--- src/hw/sep_pkg.sv ---
// constants and types shared by both ends of the serial eeprom command port
// assumes a 40 MHz system clock on each end
package sep_pkg;
    // ************************************************************
    // geometry
    // ************************************************************
    localparam int ADDR_W   = 6;
    localparam int DATA_W   = 16;
    localparam int WORDS    = 64;
    // ************************************************************
    // opcodes
    // ************************************************************
    localparam logic [1:0] OP_READ  = 2'h2;
    localparam logic [1:0] OP_WRITE = 2'h1;
    localparam logic [1:0] OP_MISC  = 2'h0;
    localparam logic [1:0] SUB_WEN  = 2'h3;
    localparam logic [1:0] SUB_LOCK = 2'h0;
    // ************************************************************
    // timing
    // ************************************************************
    localparam int CLK_HZ             = 40000000;
    localparam int PROGRAM_CYCLE_MS   = 25;
    localparam int PROGRAM_CYCLE_CYC  = PROGRAM_CYCLE_MS * (CLK_HZ / 1000);
    localparam int SK_HALF_NS         = 2000;
    localparam int SK_HALF_CYC        = (SK_HALF_NS * (CLK_HZ / 1000000) + 999) / 1000;
    localparam int CS_LOW_NS          = 1000;
    localparam int CS_LOW_CYC         = (CS_LOW_NS * (CLK_HZ / 1000000) + 999) / 1000;
    localparam logic [1:0] RST_BITS   = 2'h0;
    typedef enum logic [1:0] {
        SEP_CMD_READ,
        SEP_CMD_WRITE,
        SEP_CMD_WEN,
        SEP_CMD_LOCK
    } sep_cmd_t;
endpackage

--- src/hw/sep_link_if.sv ---
// wires between the host end and the eeprom end
// assumes both ends run on one system clock domain each
`timescale 1ns/10ps
interface sep_link_if;
    logic chip_select;
    logic serial_shift_clock;
    logic serial_in;
    logic serial_out;
    logic serial_out_oe;
    modport dev (
        input  chip_select,
        input  serial_shift_clock,
        input  serial_in,
        output serial_out,
        output serial_out_oe
    );
    modport host (
        output chip_select,
        output serial_shift_clock,
        output serial_in,
        input  serial_out,
        input  serial_out_oe
    );
endinterface

--- src/hw/sep_host.sv ---
// host end: runs one command per request, buffers read words
// assumes device pins reach it asynchronously
`timescale 1ns/10ps
module sep_host (
    input  wire logic                       clk,
    input  wire logic                       rstn,
    sep_link_if.host                        link,
    input  wire logic                       req_valid,
    output logic                            req_ready,
    input  wire sep_pkg::sep_cmd_t          req_cmd,
    input  wire logic [sep_pkg::ADDR_W-1:0] req_addr,
    input  wire logic [sep_pkg::DATA_W-1:0] req_data,
    output logic                            rd_valid,
    input  wire logic                       rd_ready,
    output logic [sep_pkg::DATA_W-1:0]      rd_data,
    output logic                            done
);
    typedef enum logic [2:0] {
        SEH_IDLE, SEH_SHIFT, SEH_READ, SEH_GAP, SEH_POLL
    } sep_host_st_t;

    // ************************************************************
    // synchronisers and shift clock divider
    // ************************************************************
    logic [1:0]  do_sync;
    logic [7:0]  div;
    logic        tick;
    sep_host_st_t state;
    logic [24:0] sh;
    logic [4:0]  nbits;
    logic [15:0] rword;
    logic        is_write;
    logic        is_read;
    logic [7:0]  gap;
    logic        buf_ready;

    always_ff @(posedge clk or negedge rstn) begin
        if (!rstn) begin
            do_sync <= sep_pkg::RST_BITS;
        end else begin
            do_sync <= {do_sync[0], link.serial_out};
        end
    end

    // one enable per half period of the shift clock
    always_ff @(posedge clk or negedge rstn) begin
        if (!rstn) begin
            div <= '0;
        end else begin
            div <= (div == 8'(sep_pkg::SK_HALF_CYC - 1)) ? 8'h0 : div + 8'h1;
        end
    end
    assign tick      = (div == 8'(sep_pkg::SK_HALF_CYC - 1));
    assign req_ready = (state == SEH_IDLE);

    // ************************************************************
    // command sequencer
    // ************************************************************
    always_ff @(posedge clk or negedge rstn) begin
        if (!rstn) begin
            state                   <= SEH_IDLE;
            link.chip_select        <= 1'b0;   // standby low
            link.serial_shift_clock <= 1'b0;
            link.serial_in          <= 1'b0;
            sh       <= '0;
            nbits    <= '0;
            rword    <= '0;
            is_write <= 1'b0;
            is_read  <= 1'b0;
            gap      <= '0;
            done     <= 1'b0;
        end else begin
            done <= 1'b0;
            case (state)
                SEH_IDLE: begin
                    if (req_valid) begin
                        is_write <= (req_cmd == sep_pkg::SEP_CMD_WRITE);
                        is_read  <= (req_cmd == sep_pkg::SEP_CMD_READ);
                        case (req_cmd)
                            sep_pkg::SEP_CMD_READ:
                                sh <= {1'b1, sep_pkg::OP_READ, req_addr, 16'h0};
                            sep_pkg::SEP_CMD_WRITE:
                                sh <= {1'b1, sep_pkg::OP_WRITE, req_addr, req_data};
                            sep_pkg::SEP_CMD_WEN:
                                sh <= {1'b1, sep_pkg::OP_MISC, sep_pkg::SUB_WEN, 4'h0, 16'h0};
                            default:
                                sh <= {1'b1, sep_pkg::OP_MISC, sep_pkg::SUB_LOCK, 4'h0, 16'h0};
                        endcase
                        nbits            <= (req_cmd == sep_pkg::SEP_CMD_WRITE) ? 5'd25 : 5'd9;
                        link.chip_select <= 1'b1;
                        state            <= SEH_SHIFT;
                    end
                end
                SEH_SHIFT: begin
                    if (tick) begin
                        link.serial_shift_clock <= ~link.serial_shift_clock;
                        if (link.serial_shift_clock) begin
                            if (nbits == 5'd0) begin
                                link.serial_in <= 1'b0;
                                state <= is_read ? SEH_READ : SEH_GAP;
                                nbits <= 5'd17;   // dummy bit, then sixteen data bits
                                link.serial_shift_clock <= is_read;
                            end else begin
                                link.serial_in <= sh[24];
                                sh    <= {sh[23:0], 1'b0};
                                nbits <= nbits - 5'd1;
                            end
                        end
                    end
                end
                SEH_READ: begin
                    // rising edges shift the word out
                    if (tick && buf_ready) begin
                        link.serial_shift_clock <= ~link.serial_shift_clock;
                        if (!link.serial_shift_clock) begin
                            rword <= {rword[14:0], do_sync[1]};
                            nbits <= nbits - 5'd1;
                        end else if (nbits == 5'd0) begin
                            link.serial_shift_clock <= 1'b0;
                            state <= SEH_GAP;
                        end
                    end
                end
                SEH_GAP: begin
                    // deselect between operations
                    link.chip_select <= 1'b0;
                    link.serial_in   <= 1'b0;
                    // count system clocks, leave on a tick so polling starts aligned
                    if (gap != 8'(sep_pkg::CS_LOW_CYC)) begin
                        gap <= gap + 8'h1;
                    end else if (tick) begin
                        gap <= '0;
                        if (is_write) begin
                            link.chip_select <= 1'b1; // clock held low
                            state <= SEH_POLL;
                        end else begin
                            done  <= 1'b1;
                            state <= SEH_IDLE;
                        end
                    end
                end
                SEH_POLL: begin
                    // data low, clock still, wait for ready
                    if (tick && do_sync[1]) begin
                        link.chip_select <= 1'b0;
                        is_write <= 1'b0;                 // full deselect gap before done
                        state <= SEH_GAP;
                    end
                end
                default: begin
                    state <= SEH_IDLE;
                end
            endcase
        end
    end

    // ************************************************************
    // two entry read buffer
    // ************************************************************
    logic [15:0] bufm [2];
    logic [1:0]  fill;
    logic        wptr;
    logic        rptr;
    logic        push;
    logic        pop;
    assign buf_ready = (fill != 2'd2);
    assign push      = (state == SEH_READ) && tick && buf_ready
                       && link.serial_shift_clock && nbits == 5'd0;
    assign pop       = rd_valid && rd_ready;
    assign rd_valid  = (fill != 2'd0);

    always_ff @(posedge clk or negedge rstn) begin
        if (!rstn) begin
            fill <= '0;
            wptr <= 1'b0;
            rptr <= 1'b0;
        end else begin
            if (push) begin
                wptr <= ~wptr;
            end
            if (pop) begin
                rptr <= ~rptr;
            end
            fill <= fill + {1'b0, push} - {1'b0, pop};
        end
    end

    always_ff @(posedge clk) begin
        if (push) begin
            bufm[wptr] <= rword;
        end
    end

    always_ff @(posedge clk or negedge rstn) begin
        if (!rstn) begin
            rd_data <= '0;
        end else if (pop || fill == 2'd0) begin
            rd_data <= push && (fill == 2'd0 || fill == 2'd1 && pop) ? rword : bufm[~rptr];
        end
    end
endmodule

--- src/flat_wrapper.sv ---
// flat-port wrapper written by rule: the top's interface ports become plain ports
module sep_host_flat 
  (clk, rstn, req_valid, req_ready, req_cmd, req_addr, req_data, rd_valid, rd_ready, rd_data, done, link_chip_select, link_serial_shift_clock, link_serial_in, link_serial_out, link_serial_out_oe);
  sep_link_if link_i ();
  input  wire logic clk;
  input  wire logic rstn;
  input  wire logic req_valid;
  output logic req_ready;
  input  wire sep_pkg::sep_cmd_t req_cmd;
  input  wire logic [sep_pkg::ADDR_W-1:0] req_addr;
  input  wire logic [sep_pkg::DATA_W-1:0] req_data;
  output logic rd_valid;
  input  wire logic rd_ready;
  output logic [sep_pkg::DATA_W-1:0] rd_data;
  output logic done;
  output wire logic [$bits(link_i.chip_select)-1:0] link_chip_select;
  output wire logic [$bits(link_i.serial_shift_clock)-1:0] link_serial_shift_clock;
  output wire logic [$bits(link_i.serial_in)-1:0] link_serial_in;
  input wire logic [$bits(link_i.serial_out)-1:0] link_serial_out;
  input wire logic [$bits(link_i.serial_out_oe)-1:0] link_serial_out_oe;
  assign link_chip_select = link_i.chip_select;
  assign link_serial_shift_clock = link_i.serial_shift_clock;
  assign link_serial_in = link_i.serial_in;
  assign link_i.serial_out = link_serial_out;
  assign link_i.serial_out_oe = link_serial_out_oe;
  sep_host u_core (.clk(clk), .rstn(rstn), .link(link_i), .req_valid(req_valid), .req_ready(req_ready), .req_cmd(req_cmd), .req_addr(req_addr), .req_data(req_data), .rd_valid(rd_valid), .rd_ready(rd_ready), .rd_data(rd_data), .done(done));
endmodule
--- config.mk ---
export PLATFORM = sky130hd
export DESIGN_NAME = sep_host_flat
export DESIGN_NICKNAME = d
export VERILOG_FILES = /design/src/hw/sep_pkg.sv /design/src/hw/sep_link_if.sv /design/src/hw/sep_host.sv /design/src/flat_wrapper.sv
export SDC_FILE = /design/constraint.sdc
export NUM_CORES = 1
export LEC_CHECK = 0
export BUFFER_PORTS_ARGS = -buffer_cell sky130_fd_sc_hd__buf_2
export CORE_MARGIN = 2
export CORE_UTILIZATION = 59
export DETAILED_ROUTE_END_ITERATION = 6
export GPL_ROUTABILITY_DRIVEN = 0
export GPL_TIMING_DRIVEN = 0
export HOLD_SLACK_MARGIN = 0.03
export PLACE_DENSITY = 0.91
export SYNTH_ARGS = -nofsm -noshare
export SYNTH_HDL_FRONTEND = slang
export SYNTH_SLANG_ARGS = --single-unit
--- constraint.sdc ---
create_clock -name clk -period 3.7 [get_ports clk]
set_input_delay 0.37 -clock clk [delete_from_list [all_inputs] [get_ports clk]]
set_output_delay 0.37 -clock clk [all_outputs]
set_load 0.01 [all_outputs]
==> metrics.md <==
| Metric | Value |
|---|---|
| Total GRT Usage | 26.35% |
| Hold Crit Endpoint | u_core.sh[3] |
| R2R cell count | 6 |
| Post-route DRC | 0 |
| RSZ-0062 raised after global routing | false |
| Synth Flop Type | dfrtp_1 |
| Pin count of the biggest net entering global routing | 74 |
| Clock tree buffer depth | 2 |
| Pleak | 2.740 nW |
| Critical path peak fanout | 9 |
| Clk pwr share | 33.4% |
| YS warnings | 0 |
| GR Util met1 | 34.72% |
| Final Critical Period | 3.016 ns |
| Post-synth EDFFs | 32 |
| PD cells | between 700 and 800 nW/um^2 |
| Post-synth ARST share | 74.40% |
| Drt first pass iters | 5 |
| Die H | 101.6 um |
| Initial core utilization | approximately 61% |
| Worst vdd ir | 0.4453 mV |
| Register area share after synthesis | 58.56% |
| Hold/Removal Path Class | in2reg |
| DR iter-0 viols | 292 |
| Layout cells sized above 1 | 23.14% |
| Synth Net Count | 527 |
| Worst Setup End Kind | register |
| Die area | ~10,000 um^2 |
| Max Slew Vio Count | 0 |
| Share of the synthesized area in the top cell type | 41.44% |
| Cells after Synth | 492 |
| WP data arrival | 3.23 ns |
| Crit start category | register |
| Cell with the most instances after synthesis | dfrtp_1 |
| TritonCTS clock tree | built |
| Worst skew pair latency | 0.52 ns |
| Area Growth Syn to Fin | 19.03% |
| H-Tree Depth | 4 |
| Synth cell count leaders | 93 x dfrtp_1, 51 x nor2_1, 37 x nand2_1, 32 x edfxtp_1, 28 x nand3_1 |
| Via count | 4,255 |
| Io pins | 52 |
| FF-to-FF End | u_core.bufm[1][2] |
| Int Pwr | 0.003343 W |
| Data required, critical path | 3.92 ns |
| Largest area contributor in the netlist | dfrtp_1 |
| Total CTS buffers | 17 |
| I/O Buffers | 50 |
| Worst r2r src | u_core.nbits[0] |
| Reg2Reg Setup Slack | 0.68 ns |
| Min-delay src | req_data[3] |
| Setup Skew | between 0.008 and 0.009 ns |
| Fin Setup TNS | 0 ns |
| Mean post-synth cell area | 11.41 um^2 |
| Outcome | completed |
| Area of the mapped netlist | 5615 um^2 |
| Gate power share | 28.1% |
| Post-synthesis register bit count | 125 |
| Root buffer cell | clkbuf_8 |
| Max-Cap Viols | 0 |
| Layout Nets | 601 |
| Worst-Margin Slew | 0.8434 ns |
| Final setup violation count | 0 |
| CTS Sinks | 125 |
| First-pass GRT wire length | 20.93 mm |
| Routed WL | about 13 mm |
| Final core utilization | 72.34% |
| Antenna violations before repair | 0 |
| Main area contributors after synthesis | dfrtp_1 41%, edfxtp_1 17%, mux2_2 3.6% |
| Slew margin rel. | 43.56% |
| Psw | 0.001631 W |
| DIE WIDTH | 101.6 um |
| Post-CTS sizing | 0 |
| WS Path Type | reg2reg |
| Post-detail-place hpwl | around 8 mm |
| Post-DRT Antenna Nets | 0 |
| Peak Freq | roughly 330 MHz |
| WL per Instance | 17.87 um |
| Met3 GRT Util | 4.831% |
| Gr busiest metal | met2 |
| Total grt overflow | 0 |
| Sequential group share of total power | 38.5% |
| Met2 usage | 44.28% |
| Fin crit share | 81.51% |
| Cell count of the worst hold path | 3 |
| Post-CTS setup buffer count | 0 |
| Sw frac | 32.79% |
| Reg clk slew, reported paths | 0.06 ns |
| Cts hold-fix bufs | 2 |
| Vias per cell | about 6.0 |
| Vias in the first global route | 4,220 |
| Core Area | around 9200 um^2 |
| Std-Cell Rows | 35 |
| Final hold vios | 0 |
| Post-synthesis cell type count | 57 |
| Antenna cells | 0 |
[layout make-up]
class,count,area (um^2)
clock inverters,10,138.9
fillers,610,2556
inverters,13,48.80
clock buffers,22,452.9
repair buffers,55,315.3
flip-flops and latches,125,3288
well taps,129,161.4
plain buffers,27,131.4
multi-input cells,327,2147
[sequential cells by signal, indices dropped and copies added (netlist names)]
register and flops:
u_core.nbits 5, u_core.wptr 1, u_core.bufm 32, u_core.gap 8, u_core.fill 2, u_core.do_sync 2, u_core.rd_data 16, u_core.done 1
u_core.state 3, u_core.sh 25, u_core.rptr 1, u_core.div 8, u_core.rword 16, u_core.link.chip_select 1, u_core.link.serial_shift_clock 1, u_core.is_write 1
u_core.is_read 1, u_core.link.serial_in 1
[logic make-up after synthesis]
group                    count (synthesis)  synth area share [%]
multiplexers                            36                 6.840
XOR/XNOR                                13                 2.028
AO/OA/AOI/OAI                          106                 12.83
buffers and inverters                   40                 3.209
AND/OR/NAND/NOR                        167                 15.42
flip-flops                             125                 58.56
adder cells (fa/ha/maj)                  5                 1.114
[routing by layer]
layer,vias to the layer above,wire [um]
li1,1939,-
met1,2105,5262
met2,187,6496
met3,24,708
met4,0,183
met5,-,0
[worst max-delay path by stage]
stage	from	to	slack, ns	depth (start not counted)
after detailed placement	u_core.nbits[0]	u_core.bufm[1][13]	0.72	6
after CTS	u_core.nbits[0]	u_core.bufm[1][12]	0.69	6
after global routing	u_core.state[0]	u_core.bufm[0][2]	0.55	6
after global placement	u_core.nbits[0]	u_core.bufm[0][13]	0.56	5
final	u_core.nbits[0]	u_core.bufm[1][2]	0.68	6
after floorplan	u_core.nbits[0]	u_core.bufm[1][0]	1.07	5
[power groups by stage]
stage	Combinational [W]	Clock, W	Sequential, W
final	0.00140	0.00166	0.00192
after global routing	0.00155	0.00173	0.00195
after CTS	0.00139	0.00166	0.00191
after detailed placement	0.00136	0	0.00193
after global placement	0.00127	0	0.00191
after floorplan	0.000977	0	0.00191
[critical path: stages (launching register included)]
cell and delay (ns):
dfrtp_1 0.38, inv_1 0.10, ha_1 0.25, or4b_1 0.57, or3_1 0.44, nor2_1 0.66
buf_4 0.32
[per-stage QoR]
stage / area (um^2) / hold slack (ns) / power (W) / setup slack (ns) / std cells
floorplan: 5615 / 0.07441 / 0.002888 / 1.074 / 492
global placement: 6027 / 0.3425 / 0.003177 / 0.5631 / 671
detailed placement: 6072 / 0.2811 / 0.003284 / 0.7177 / 674
CTS: 6684 / 0.1058 / 0.004961 / 0.6882 / 708
global route: 6684 / 0.1202 / 0.005229 / 0.5484 / 708
finish: 6684 / 0.1152 / 0.004974 / 0.6842 / 708
[cells in the final DEF, fill, tap and decap left out, types with 11 or more instances in the layout]
master	instances
nand2_1	37
a31oi_1	19
o21ai_2	11
a21oi_1	25
edfxtp_1	32
dfrtp_1	93
a22oi_1	16
clkbuf_1	20
nand3_1	28
buf_2	55
inv_1	13
o21ai_0	19
clkbuf_16	16
mux2_2	18
nor2_1	51
mux2i_1	17
(Power assumes the default switching activity.)
